===== src/rdp_pkg.sv =====
// constants, register map and types shared by the rmii data port files
package rdp_pkg;
  // timing of the generated reference clock at the 40 MHz system clock
  localparam int CLK_MHZ = 40;
  localparam int REF_HALF_NS = 10;
  localparam int REF_HALF_RAW = (REF_HALF_NS * CLK_MHZ) / 1000;
  localparam int REF_HALF_CYC = (REF_HALF_RAW < 1) ? 1 : REF_HALF_RAW;
  localparam logic [3:0] REF_DIV_LAST = 4'(REF_HALF_CYC - 1);
  // ten reference cycles carry one dibit at 10 Mbps
  localparam logic [3:0] SLOW_RATE_LAST = 4'h9;
  // carrier detect window at 100 Mbps, in received bits
  localparam int ZERO_WIN = 10;
  // mode strap codes
  localparam logic [2:0] STRAP_RMII = 3'h1;
  localparam logic [2:0] STRAP_B2B_RMII = 3'h5;
  localparam logic [2:0] STRAP_B2B_NIB = 3'h6;
  localparam logic [1:0] STRAP_SETTLE = 2'h3;
  // idle codes on the data pins
  localparam logic [1:0] DIBIT_IDLE = 2'h0;
  localparam logic [1:0] DIBIT_LPI = 2'h1;
  // register byte addresses
  localparam logic [7:0] ADDR_CTRL = 8'h00;
  localparam logic [7:0] ADDR_STATUS = 8'h04;
  localparam logic [7:0] ADDR_TXCNT = 8'h08;
  localparam logic [7:0] ADDR_RXERRCNT = 8'h0c;
  // control fields
  localparam int CTRL_CLK50 = 0;
  localparam int CTRL_SPEED100 = 1;
  localparam int CTRL_FDX = 2;
  localparam int CTRL_EEE = 3;
  localparam int CTRL_W = 4;
  localparam logic [3:0] CTRL_RESET = 4'h6;
  // status fields
  localparam int ST_STRAP_LSB = 0;
  localparam int ST_RMII = 3;
  localparam int ST_REPEATER = 4;
  localparam int ST_CARRIER = 5;
  localparam int ST_CRSDV = 6;
  localparam int ST_TXEN = 7;
  localparam int ST_LPI = 8;
  // axi responses
  localparam logic [1:0] RESP_OKAY = 2'h0;
  localparam logic [1:0] RESP_SLVERR = 2'h2;
  // width of the pin synchroniser bank
  localparam int SYNC_W = 9;
  // receive sequence
  typedef enum logic [2:0] {
    RDP_RX_IDLE = 3'h1,
    RDP_RX_WAIT = 3'h2,
    RDP_RX_DATA = 3'h4
  } rdp_rx_state_t;
endpackage


===== src/rdp_sync.sv =====
// two flip-flop synchroniser bank for pins from outside the clock domain
`timescale 1ns/1ps
module rdp_sync #(
  parameter int W = 1
) (
  input wire logic aclk,
  input wire logic aresetn,
  input wire logic [W-1:0] d,
  output logic [W-1:0] q
);
  logic [W-1:0] meta_q;

  // first stage feeds only the second
  always_ff @(posedge aclk)
  begin
    if (!aresetn)
    begin
      meta_q <= '0;
      q <= '0;
    end
    else
    begin
      meta_q <= d;
      q <= meta_q;
    end
  end
endmodule // rdp_sync


===== src/rdp_data_port.sv =====
// rmii data port of the phy: reference clock, transmit and receive paths, axi registers
`timescale 1ns/1ps
// Overview of operation
// - transmit and receive each move one 2-bit dibit per reference cycle at 100 Mbps, per ten at 10 Mbps, independently
// - both 10 and 100 Mbps, half and full duplex, are supported
// - strap 001 with clock-mode bit 0 (reset value) selects 25 MHz mode
// - strap 001 with clock-mode bit 1 selects 50 MHz mode, clock on crystal input
// - 25 MHz mode drives the reference clock out; 50 MHz mode leaves it unused
// - the reference clock times txen, txd, rxd, rxer and the fall of crs_dv; crs_dv rises without it
// - while txen is high each sampled txd dibit goes to the line
// - crs_dv rises at once on carrier: squelch or two separate zeros in ten bits
// - crs_dv falls when carrier is lost
// - crs_dv covers first to last dibit and falls at the next dibit tick: next reference edge at 100 Mbps, up to ten at 10 Mbps
// - rxd reads 00 after crs_dv rises until data is decoded
// - each dibit tick with crs_dv high, once data is decoded, carries one recovered dibit
// - with crs_dv low rxd is 00, or 01 in low-power idle
// - a symbol error during crs_dv raises rxer for at least one reference cycle
// - strap 110 selects nibble back-to-back repeater at 100 Mbps on shared clock
// - nibble repeater cross-wires receive outputs to the peer's transmit inputs
// - strap 101 selects rmii repeater on shared clock, crs_dv/rxd feed peer
// - repeater operation runs at 100 Mbps only
module rdp_data_port (
  input wire logic aclk,
  input wire logic aresetn,
  input wire logic [7:0] s_axi_awaddr,
  input wire logic s_axi_awvalid,
  output logic s_axi_awready,
  input wire logic [31:0] s_axi_wdata,
  input wire logic [3:0] s_axi_wstrb,
  input wire logic s_axi_wvalid,
  output logic s_axi_wready,
  output logic [1:0] s_axi_bresp,
  output logic s_axi_bvalid,
  input wire logic s_axi_bready,
  input wire logic [7:0] s_axi_araddr,
  input wire logic s_axi_arvalid,
  output logic s_axi_arready,
  output logic [31:0] s_axi_rdata,
  output logic [1:0] s_axi_rresp,
  output logic s_axi_rvalid,
  input wire logic s_axi_rready,
  input wire logic [2:0] mode_strap,
  input wire logic crystal_input,
  output logic ref_clk,
  input wire logic txen,
  input wire logic [1:0] txd,
  input wire logic txer,
  output logic crs_dv,
  output logic [1:0] rxd,
  output logic rxer,
  input wire logic line_squelch_ok,
  input wire logic line_bit,
  input wire logic line_bit_stb,
  input wire logic line_eos,
  input wire logic [1:0] line_rx_dibit,
  input wire logic line_rx_stb,
  input wire logic line_sym_err,
  output logic [1:0] line_tx_dibit,
  output logic line_tx_stb,
  output logic line_tx_lpi,
  output logic line_speed100,
  output logic line_full_duplex
);
  logic [rdp_pkg::SYNC_W-1:0] sync_q;
  logic [1:0] txd_s;
  logic txen_s, txer_s, xi_s, squelch_s;
  logic [2:0] strap_s, strap_q;
  logic [1:0] strap_wait_q;
  logic strap_done_q, rmii_ok_q, repeater_q;
  logic [rdp_pkg::CTRL_W-1:0] ctrl_q;
  logic clk50, speed100, eee;
  logic [3:0] ref_div_q, rate_q;
  logic ref_out_q, xi_prev_q, gen_tick, ext_tick, ref_tick, data_tick;
  logic [rdp_pkg::ZERO_WIN-1:0] zero_win_q;
  logic [rdp_pkg::ZERO_WIN-3:0] pair_vec;
  logic carrier_q, carrier_det, carrier_lost;
  rdp_pkg::rdp_rx_state_t rx_state_q;
  logic [1:0] rx_hold_q, rxd_q;
  logic crs_dv_q, rxer_q, err_pend_q;
  logic [1:0] tx_dibit_q;
  logic tx_stb_q, tx_lpi_q;
  logic [31:0] tx_cnt_q, rxerr_cnt_q;
  logic awfull_q, wfull_q, awready_q, wready_q, bvalid_q, arready_q, rvalid_q;
  logic [7:0] awaddr_q;
  logic [31:0] wdata_q, rdata_q, rd_mux;
  logic wstrb0_q, wr_exec, rd_hit;
  logic [1:0] bresp_q, rresp_q;

  // pins from the mac and the line analog front end
  rdp_sync #(.W(rdp_pkg::SYNC_W)) u_sync (
    .aclk(aclk),
    .aresetn(aresetn),
    .d({mode_strap, line_squelch_ok, crystal_input, txer, txen, txd}),
    .q(sync_q)
  );
  assign txd_s = sync_q[1:0];
  assign txen_s = sync_q[2];
  assign txer_s = sync_q[3];
  assign xi_s = sync_q[4];
  assign squelch_s = sync_q[5];
  assign strap_s = sync_q[8:6];

  // strap capture once the synchroniser has settled after reset
  always_ff @(posedge aclk)
  begin
    if (!aresetn)
    begin
      strap_wait_q <= 2'h0;
      strap_done_q <= 1'b0;
      strap_q <= 3'h0;
      rmii_ok_q <= 1'b0;
      repeater_q <= 1'b0;
    end
    else if (!strap_done_q)
    begin
      if (strap_wait_q == rdp_pkg::STRAP_SETTLE)
      begin
        strap_done_q <= 1'b1;
        strap_q <= strap_s;
        rmii_ok_q <= (strap_s == rdp_pkg::STRAP_RMII) || (strap_s == rdp_pkg::STRAP_B2B_RMII)
          || (strap_s == rdp_pkg::STRAP_B2B_NIB);
        repeater_q <= (strap_s == rdp_pkg::STRAP_B2B_RMII) || (strap_s == rdp_pkg::STRAP_B2B_NIB);
      end
      else
      begin
        strap_wait_q <= strap_wait_q + 2'h1;
      end
    end
  end

  // repeater runs from the shared clock at 100 Mbps only
  assign clk50 = ctrl_q[rdp_pkg::CTRL_CLK50] | repeater_q;
  assign speed100 = ctrl_q[rdp_pkg::CTRL_SPEED100] | repeater_q;
  assign eee = ctrl_q[rdp_pkg::CTRL_EEE];

  // reference clock divider, driven out only in 25 MHz mode
  always_ff @(posedge aclk)
  begin
    if (!aresetn)
    begin
      ref_div_q <= 4'h0;
      ref_out_q <= 1'b0;
    end
    else if (clk50)
    begin
      ref_div_q <= 4'h0;
      ref_out_q <= 1'b0;
    end
    else if (ref_div_q == rdp_pkg::REF_DIV_LAST)
    begin
      ref_div_q <= 4'h0;
      ref_out_q <= ~ref_out_q;
    end
    else
    begin
      ref_div_q <= ref_div_q + 4'h1;
    end
  end

  // rising edge of the external reference on the crystal input
  always_ff @(posedge aclk)
  begin
    if (!aresetn)
      xi_prev_q <= 1'b0;
    else
      xi_prev_q <= xi_s;
  end
  assign gen_tick = !clk50 && (ref_div_q == rdp_pkg::REF_DIV_LAST) && !ref_out_q;
  assign ext_tick = clk50 && xi_s && !xi_prev_q;
  assign ref_tick = (gen_tick | ext_tick) & strap_done_q & rmii_ok_q;

  // dibit pacing: every reference edge at 100 Mbps, every tenth at 10 Mbps
  always_ff @(posedge aclk)
  begin
    if (!aresetn)
      rate_q <= 4'h0;
    else if (ref_tick)
      rate_q <= (speed100 || rate_q == rdp_pkg::SLOW_RATE_LAST) ? 4'h0 : rate_q + 4'h1;
  end
  assign data_tick = ref_tick && (speed100 || rate_q == rdp_pkg::SLOW_RATE_LAST);

  // transmit path toward the line
  always_ff @(posedge aclk)
  begin
    if (!aresetn)
    begin
      tx_dibit_q <= rdp_pkg::DIBIT_IDLE;
      tx_stb_q <= 1'b0;
      tx_lpi_q <= 1'b0;
    end
    else
    begin
      tx_stb_q <= data_tick && txen_s;
      if (data_tick)
      begin
        tx_dibit_q <= txen_s ? txd_s : rdp_pkg::DIBIT_IDLE;
        tx_lpi_q <= eee && !txen_s && (txer_s || txd_s == rdp_pkg::DIBIT_LPI);
      end
    end
  end

  // zero flags of the last ten received bits
  always_ff @(posedge aclk)
  begin
    if (!aresetn || line_eos)
      zero_win_q <= '0;
    else if (line_bit_stb)
      zero_win_q <= {zero_win_q[rdp_pkg::ZERO_WIN-2:0], ~line_bit};
  end

  // two zeros at least one bit apart
  for (genvar g = 0; g < rdp_pkg::ZERO_WIN - 2; g++)
  begin : g_pair
    assign pair_vec[g] = zero_win_q[g] & (|zero_win_q[rdp_pkg::ZERO_WIN-1:g+2]);
  end
  assign carrier_det = speed100 ? (|pair_vec) : squelch_s;
  assign carrier_lost = speed100 ? line_eos : !squelch_s;

  // carrier state
  always_ff @(posedge aclk)
  begin
    if (!aresetn || !strap_done_q)
      carrier_q <= 1'b0;
    else if (!carrier_q && carrier_det)
      carrier_q <= 1'b1;
    else if (carrier_q && carrier_lost)
      carrier_q <= 1'b0;
  end

  // latest decoded dibit and symbol error from the line
  always_ff @(posedge aclk)
  begin
    if (!aresetn)
    begin
      rx_hold_q <= rdp_pkg::DIBIT_IDLE;
      err_pend_q <= 1'b0;
    end
    else
    begin
      if (line_rx_stb)
        rx_hold_q <= line_rx_dibit;
      if (line_sym_err && carrier_q)
        err_pend_q <= 1'b1;
      else if (data_tick || !carrier_q)
        err_pend_q <= 1'b0;
    end
  end

  // receive sequence: idle, carrier seen but undecoded, data
  always_ff @(posedge aclk)
  begin
    if (!aresetn)
      rx_state_q <= rdp_pkg::RDP_RX_IDLE;
    else
      case (rx_state_q)
        rdp_pkg::RDP_RX_IDLE:
          if (carrier_q)
            rx_state_q <= rdp_pkg::RDP_RX_WAIT;
        rdp_pkg::RDP_RX_WAIT:
          if (data_tick && !carrier_q)
            rx_state_q <= rdp_pkg::RDP_RX_IDLE;
          else if (line_rx_stb)
            rx_state_q <= rdp_pkg::RDP_RX_DATA;
        rdp_pkg::RDP_RX_DATA:
          if (data_tick && !carrier_q)
            rx_state_q <= rdp_pkg::RDP_RX_IDLE;
        default:
          rx_state_q <= rdp_pkg::RDP_RX_IDLE;
      endcase
  end

  // crs_dv: raised without waiting for a reference edge, dropped on one
  always_ff @(posedge aclk)
  begin
    if (!aresetn)
      crs_dv_q <= 1'b0;
    else if (carrier_q)
      crs_dv_q <= 1'b1;
    else if (data_tick)
      crs_dv_q <= 1'b0;
  end

  // receive data and error toward the mac, following the crs_dv level of this tick
  always_ff @(posedge aclk)
  begin
    if (!aresetn)
    begin
      rxd_q <= rdp_pkg::DIBIT_IDLE;
      rxer_q <= 1'b0;
    end
    else if (data_tick)
    begin
      if (carrier_q && rx_state_q == rdp_pkg::RDP_RX_DATA)
        rxd_q <= rx_hold_q;
      else if (carrier_q)
        rxd_q <= rdp_pkg::DIBIT_IDLE;
      else
        rxd_q <= eee ? rdp_pkg::DIBIT_LPI : rdp_pkg::DIBIT_IDLE;
      rxer_q <= carrier_q && err_pend_q;
    end
  end

  // activity counters
  always_ff @(posedge aclk)
  begin
    if (!aresetn)
    begin
      tx_cnt_q <= 32'h0000_0000;
      rxerr_cnt_q <= 32'h0000_0000;
    end
    else
    begin
      if (tx_stb_q)
        tx_cnt_q <= tx_cnt_q + 32'h0000_0001;
      if (data_tick && carrier_q && err_pend_q)
        rxerr_cnt_q <= rxerr_cnt_q + 32'h0000_0001;
    end
  end

  // axi write address and data capture, response after both
  assign wr_exec = awfull_q && wfull_q && !bvalid_q;
  always_ff @(posedge aclk)
  begin
    if (!aresetn)
    begin
      awfull_q <= 1'b0;
      wfull_q <= 1'b0;
      awready_q <= 1'b1;
      wready_q <= 1'b1;
      bvalid_q <= 1'b0;
      bresp_q <= rdp_pkg::RESP_OKAY;
      awaddr_q <= 8'h00;
      wdata_q <= 32'h0000_0000;
      wstrb0_q <= 1'b0;
    end
    else
    begin
      if (s_axi_awvalid && awready_q)
      begin
        awfull_q <= 1'b1;
        awready_q <= 1'b0;
        awaddr_q <= s_axi_awaddr;
      end
      if (s_axi_wvalid && wready_q)
      begin
        wfull_q <= 1'b1;
        wready_q <= 1'b0;
        wdata_q <= s_axi_wdata;
        wstrb0_q <= s_axi_wstrb[0];
      end
      if (wr_exec)
      begin
        bvalid_q <= 1'b1;
        bresp_q <= (awaddr_q == rdp_pkg::ADDR_CTRL) ? rdp_pkg::RESP_OKAY : rdp_pkg::RESP_SLVERR;
      end
      if (bvalid_q && s_axi_bready)
      begin
        bvalid_q <= 1'b0;
        awfull_q <= 1'b0;
        wfull_q <= 1'b0;
        awready_q <= 1'b1;
        wready_q <= 1'b1;
      end
    end
  end

  // control register
  always_ff @(posedge aclk)
  begin
    if (!aresetn)
      ctrl_q <= rdp_pkg::CTRL_RESET;
    else if (wr_exec && wstrb0_q && awaddr_q == rdp_pkg::ADDR_CTRL)
      ctrl_q <= wdata_q[rdp_pkg::CTRL_W-1:0];
  end

  // read data selection
  always_comb
  begin
    rd_mux = 32'h0000_0000;
    rd_hit = 1'b1;
    case (s_axi_araddr)
      rdp_pkg::ADDR_CTRL: rd_mux[rdp_pkg::CTRL_W-1:0] = ctrl_q;
      rdp_pkg::ADDR_STATUS:
      begin
        rd_mux[rdp_pkg::ST_STRAP_LSB +: 3] = strap_q;
        rd_mux[rdp_pkg::ST_RMII] = rmii_ok_q;
        rd_mux[rdp_pkg::ST_REPEATER] = repeater_q;
        rd_mux[rdp_pkg::ST_CARRIER] = carrier_q;
        rd_mux[rdp_pkg::ST_CRSDV] = crs_dv_q;
        rd_mux[rdp_pkg::ST_TXEN] = txen_s;
        rd_mux[rdp_pkg::ST_LPI] = tx_lpi_q;
      end
      rdp_pkg::ADDR_TXCNT: rd_mux = tx_cnt_q;
      rdp_pkg::ADDR_RXERRCNT: rd_mux = rxerr_cnt_q;
      default: rd_hit = 1'b0;
    endcase
  end

  // axi read channel
  always_ff @(posedge aclk)
  begin
    if (!aresetn)
    begin
      arready_q <= 1'b1;
      rvalid_q <= 1'b0;
      rdata_q <= 32'h0000_0000;
      rresp_q <= rdp_pkg::RESP_OKAY;
    end
    else if (s_axi_arvalid && arready_q)
    begin
      arready_q <= 1'b0;
      rvalid_q <= 1'b1;
      rdata_q <= rd_mux;
      rresp_q <= rd_hit ? rdp_pkg::RESP_OKAY : rdp_pkg::RESP_SLVERR;
    end
    else if (rvalid_q && s_axi_rready)
    begin
      rvalid_q <= 1'b0;
      arready_q <= 1'b1;
    end
  end

  // line side mode outputs
  always_ff @(posedge aclk)
  begin
    if (!aresetn)
    begin
      line_speed100 <= 1'b0;
      line_full_duplex <= 1'b0;
    end
    else
    begin
      line_speed100 <= speed100;
      line_full_duplex <= ctrl_q[rdp_pkg::CTRL_FDX] & ~repeater_q;
    end
  end

  assign s_axi_awready = awready_q;
  assign s_axi_wready = wready_q;
  assign s_axi_bvalid = bvalid_q;
  assign s_axi_bresp = bresp_q;
  assign s_axi_arready = arready_q;
  assign s_axi_rvalid = rvalid_q;
  assign s_axi_rdata = rdata_q;
  assign s_axi_rresp = rresp_q;
  assign ref_clk = ref_out_q;
  assign crs_dv = crs_dv_q;
  assign rxd = rxd_q;
  assign rxer = rxer_q;
  assign line_tx_dibit = tx_dibit_q;
  assign line_tx_stb = tx_stb_q;
  assign line_tx_lpi = tx_lpi_q;
endmodule // rdp_data_port


===== config.mk =====
export PLATFORM = sky130hd
export DESIGN_NAME = rdp_data_port
export DESIGN_NICKNAME = d
export VERILOG_FILES = /design/src/rdp_pkg.sv /design/src/rdp_sync.sv /design/src/rdp_data_port.sv
export SDC_FILE = /design/constraint.sdc
export NUM_CORES = 1
export LEC_CHECK = 0
export BUFFER_PORTS_ARGS = -buffer_cell sky130_fd_sc_hd__buf_2
export CAP_MARGIN = 20
export CORE_MARGIN = 2
export CORE_UTILIZATION = 56
export CTS_CLUSTER_DIAMETER = 120
export DETAILED_ROUTE_END_ITERATION = 10
export GPL_ROUTABILITY_DRIVEN = 0
export PLACE_DENSITY = 0.88
export SLEW_MARGIN = 0
export SYNTH_ARGS = -nofsm -noshare
export SYNTH_HDL_FRONTEND = slang
export SYNTH_SLANG_ARGS = --single-unit

===== constraint.sdc =====
create_clock -name aclk -period 3.1 [get_ports aclk]
set_clock_uncertainty 0.2 [all_clocks]
set_input_delay 0.465 -clock aclk [delete_from_list [all_inputs] [get_ports aclk]]
set_output_delay 0.465 -clock aclk [all_outputs]
set_load 0.02 [all_outputs]

## After elaboration in Yosys (flattened, before gate mapping)

Cells that the tools add are included.

- Bits in registers: 187
- Output and inout bits: 52
- Logic and storage cells: 174

- Add/sub/neg operators: 5
- Equality and inequality tests: 15
- Mux-type cells: 30
- Bitwise operators: 20
- Reduce and logical (&&, ||, !) cells: 64

Operator list:

| kind | count |
|---|---|
| 32-bit by 1-bit adder with 32-bit output (second input constant) | 2 |
| 23-bit case mux with 2 select lines | 1 |
| 1-bit logical AND | 25 |
| 1-bit two-way mux | 17 |
| 8-bit by 4-bit == test with 1-bit output (second input constant) | 2 |
| 8-bit logical NOT | 2 |
| 4-bit case mux with 4 select lines | 1 |
| 8-bit OR reduction | 2 |
| 5-bit case mux with 3 select lines | 1 |
| 3-bit two-way mux | 4 |
| 1-bit AND | 11 |
| 3-bit == test (second input constant) | 3 |
| 1-bit logical NOT | 9 |
| 3-bit case mux with 3 select lines | 1 |
| 4-bit by 1-bit adder with 4-bit output (second input constant) | 2 |
| 8-bit by 3-bit == test with 1-bit output (second input constant) | 1 |
| 1-bit logical OR | 8 |
| 2-bit two-way mux | 4 |
| 2-bit nonzero test | 4 |
| 4-bit OR reduction | 2 |
| 7-bit OR reduction | 1 |
| 3-bit by 1-bit == test with 1-bit output (second input constant) | 2 |
| 1-bit inverter | 6 |
| 2-bit OR reduction | 3 |
| other kinds (15) | 20 |

## Longest topological paths before layout

- Depth in word-level cells: 11
- Gate-level depth with buffers: 9

## By module

Synthesis repeated with hierarchy kept, for this count alone.

- Cells, all modules: 856
- Area, all modules: 7771.2 um^2

Modules (own cells, without submodules):

| module | times used | cells each | area each (um^2) | sequential area each (um^2) |
|---|---|---|---|---|
| rdp_data_port | 1 | 819 | 7269.5 | 3343.2 |
| rdp_sync | 1 | 37 | 501.7 | 360.3 |

## Worst setup path after synthesis

No wires, ideal clock.

- Path type: register to register
- Start: reg ref_div_q[0]
- End: reg rxerr_cnt_q[10]
- Setup time: 70 ps
- Arrival: 1893 ps
- Path slack: 937 ps
- Stages on the path, launching flop included: 10
- Period minus slack after synthesis: 2163 ps
- Cells stage by stage: dfxtp_1 inv_1 ha_1 nor3b_2 a211o_2 nand4_2 clkbuf_1 buf_2 o21ai_0 a21oi_1

- Cells in the longest elaborated chain, start to end: 9

RTL lines:

| element | line | source |
|---|---|---|
| from (decl) | rdp_data_port.sv:72 | `logic [3:0] ref_div_q, rate_q;` |
| from (signal assigned) | rdp_data_port.sv:156 | `ref_div_q <= ref_div_q + 4'h1;` |
| 4-bit logical NOT | rdp_data_port.sv:168 | `assign gen_tick = !clk50 && (ref_div_q == rdp_pkg::REF_DIV_LAST) && !ref_out_q;` |
| 1-bit logical AND (2 in series) | rdp_data_port.sv:168 |  |
| 1-bit bitwise OR | rdp_data_port.sv:170 | `assign ref_tick = (gen_tick \| ext_tick) & strap_done_q & rmii_ok_q;` |
| 1-bit AND (2 in series) | rdp_data_port.sv:170 |  |
| 1-bit logical AND | rdp_data_port.sv:180 | `assign data_tick = ref_tick && (speed100 \|\| rate_q == rdp_pkg::SLOW_RATE_LAST);` |
| 1-bit logical AND (2 in series) | rdp_data_port.sv:315 | `if (data_tick && carrier_q && err_pend_q)` |
| to (signal assigned) | rdp_data_port.sv:316 | `rxerr_cnt_q <= rxerr_cnt_q + 32'h0000_0001;` |
| to (decl) | rdp_data_port.sv:82 | `logic [31:0] tx_cnt_q, rxerr_cnt_q;` |

No other way between the ends.
A chain may end at the register's enable or synchronous reset.

## Worst setup path in the final report

- Start: reg ref_div_q[0]
- End: reg rxerr_cnt_q[21]

Same word-level chain as after synthesis.

==> results.json <==
{
  "routed_wl_microns": 18000,
  "post-route-period-util_pct": 83.6,
  "via_per_inst": 5.87,
  "antenna_found_initial": 0,
  "dp.cells": 1088,
  "intPower_w": 0.00360,
  "cts-htree-levels": 4,
  "coreArea_sq_mm": 0.0137,
  "avgSynthCellArea_sq_um": 9.11,
  "initial_utilization_pct": 56.8,
  "cts_buffer_depth": 2,
  "hold_depth": 2,
  "yosysWarnings": 0,
  "cp.buffers_inverters": 1,
  "grt_start_max_net_pins": 81,
  "synth-async-reset-ratio_pct": 0,
  "cpPeakStageDelay_ps": 620,
  "cts_root_buf": "clkbuf_16",
  "timing_worst_slew_pin_value_ps": 806,
  "hpwl_microns": 12100,
  "cts_tree": "yes",
  "ff2ff_path_depth": 7,
  "hold_viol": 0,
  "final_common_cell": "dfxtp_1",
  "power_density_mw_per_mm2": 532,
  "syn_area_sq_mm": 0.00779,
  "min_period_ps": 2590,
  "first_pass_iters": 6,
  "ir_worst_vdd_mv": 0.425,
  "drt_iter0_drc": 513,
  "p_seq_share_pct": 52.1,
  "start_kind": "flop",
  "p_sw_w": 0.00113,
  "min_path_type": "in2reg",
  "antenna_cells": 0,
  "power.share.switching_pct": 23.9,
  "drc": 0,
  "cp_slowest_cell": "or4_1",
  "end_kind": "flop",
  "worstPathCellList": "inv_1 -> ha_1 -> nor3b_2 -> a211o_2 -> nand3_2 -> or4_1 -> a21oi_1",
  "required_ps": 3260,
  "clock_latency_ps": 440,
  "postSynthCellCount": 855,
  "regArea_sq_mm": 0.00370,
  "port_buffers": 93,
  "core.rowCount": 43,
  "crit_type": "reg2reg",
  "finalMaxSlewViolations": 0,
  "grt_overflow_total": 0,
  "grt_pass1_vias": 6127,
  "via_count": 6585,
  "final_cells": 1121,
  "p_clk_share_pct": 42.4,
  "path_max_fanout": 23,
  "cts.sinks": 185,
  "cap_violations": 0,
  "synthDistinctLibCells": 59,
  "die_y_microns": 122,
  "die_area_sq_mm": 0.0149,
  "nets": 1010,
  "synth-seq-cells": 185,
  "ant_nets": 0,
  "max_freq_mhz": 386,
  "relSlewSlack_pct": 45.8,
  "critPathTopFamily": "simple AND/OR/NAND/NOR gates",
  "routedWlPerCell_microns": 16.0,
  "yosysSeqAreaShare_pct": 47.6,
  "cp.arrival_ps": 2760,
  "cts_setup_buffers": 0,
  "grt_pass1_wl_microns": 29300,
  "p_comb_share_pct": 5.5,
  "numCtsBuffers": 17,
  "power.leakage_nw": 3.43,
  "finalSetupViolCount": 0,
  "rsz0062_at_grt": "no",
  "synth_ff_type": "dfxtp_1",
  "path_depth": 7,
  "drive_gt1_share_pct": 16.5,
  "final_cell_mix": "185 x dfxtp_1, 107 x nor2_1, 93 x buf_2",
  "die_x_microns": 122,
  "synth_edf_count": 0,
  "grt_usage_pct": 25.1,
  "n_fill_cell": 1074,
  "status": "completed",
  "clkTransAtPathRegs_ps": 60,
  "syn_to_final_growth_pct": 14.3,
  "whs_ps": 34.1,
  "multi_input_area_sq_mm": 0.00379,
  "setup_tns_ps": 0,
  "boundaryPins": 127
}
[sequential cells by signal, indices dropped and copies added (netlist names), 2 cells and up]
register       count
rxerr_cnt_q       32
s_axi_rdata       32
tx_cnt_q          32
zero_win_q        10
u_sync.meta_q      9
u_sync.q           9
awaddr_q           8
ctrl_q             4
rate_q             4
ref_div_q          4
wdata_q            4
rx_state_q         3
strap_q            3
line_tx_dibit      2
rx_hold_q          2
rxd                2
strap_wait_q       2
[power groups by stage]
stage | sequential (W) | clock (W) | combinational, W
5_1_grt | 0.00247 | 0.00213 | 0.000286
4_1_cts | 0.00247 | 0.00202 | 0.000258
2_1_floorplan | 0.00252 | 0 | 0.000176
3_5_place_dp | 0.00252 | 0 | 0.000255
6_report | 0.00247 | 0.00201 | 0.000258
3_3_place_gp | 0.00252 | 0 | 0.000247
[synth_stat cells (5+ instances only)]
cell	instances	area share, %
nor3_1	9	0.58
a22o_1	5	0.56
xnor2_1	17	1.9
and4_1	7	0.79
a22oi_1	9	0.87
a21oi_1	61	3.9
buf_1	6	0.29
nor2_1	107	5.2
mux2_2	5	0.72
dfxtp_1	185	48
and3_1	8	0.64
a2bb2oi_1	20	2.2
o31ai_1	17	1.6
mux2i_1	43	5.5
ha_1	7	1.1
xor2_1	24	2.7
o21ai_0	26	1.7
or4_1	20	1.9
clkbuf_1	35	1.7
and2_1	27	2.2
nor2b_1	7	0.56
inv_1	19	0.92
nand4_1	22	1.8
nand2_1	63	3.0
nand3_1	36	2.3
nor4_1	8	0.64
or3_1	14	1.1
[per-stage QoR]
stage                     util, %  power (W)  cell area [sq um]  setup WS [ps]
after detailed placement     60.8    0.00277               8350            546
after floorplan                 -    0.00269               7790            937
after CTS                    64.9    0.00475               8900            524
final                        64.9    0.00473               8900            509
after global routing         64.9    0.00489               8900            349
after global placement       60.8    0.00277               8350            616
[worst paths after layout]
check | startpoint | endpoint | slack (ps)
min | mode_strap[1] | u_sync.meta_q[7] | 30
max | ref_div_q[0] | rxerr_cnt_q[21] | 510
min reg2reg | u_sync.meta_q[2] | u_sync.q[2] | 230
max reg2reg | ref_div_q[0] | rxerr_cnt_q[21] | 510
[final cells by class]
| cell class | count | share of cell area [%] |
|---|---|---|
| timing repair buffer | 104 | 6.32 |
| tap | 180 | 2.53 |
| clock inverter | 13 | 1.08 |
| multi-input combinational | 601 | 42.6 |
| clock buffer | 19 | 5.09 |
| inverter | 19 | 0.815 |
| sequential | 185 | 41.6 |
[metal layers]
metal  routed length (microns)  part of all wire [%]  track usage [%]  vias up
met1                      7970                    44             34.2     3121
li1                          -                     -                -     3180
met5                         0                     0                0        -
met3                      1080                   6.0             5.62       54
met2                      8360                    46             38.0      230
met4                       580                   3.2             11.6        0
[what timing repair did]
| action | CTS | global route |
|---|---|---|
| gates resized for setup | 0 | 0 |
| hold buffers | 1 | 0 |
| endpoints found under the hold margin | 1 | 0 |
[cell families (layout without fill, tap and decap cells)]
group                      after synthesis  after routing  synth area share [%]
and+or+nand+nor                        344            344                  22.5
DFF                                    185            185                  47.6
AOI/OAI and AO/OA                      155            155                  12.9
buffers and inverters                   70            155                  3.90
muxes                                   52             52                  7.41
xor gates and xnor gates                41             41                  4.61
adders and majority gates                7              7                  1.12
other                                    1              2                0.0481
(Power assumes the default switching activity.)
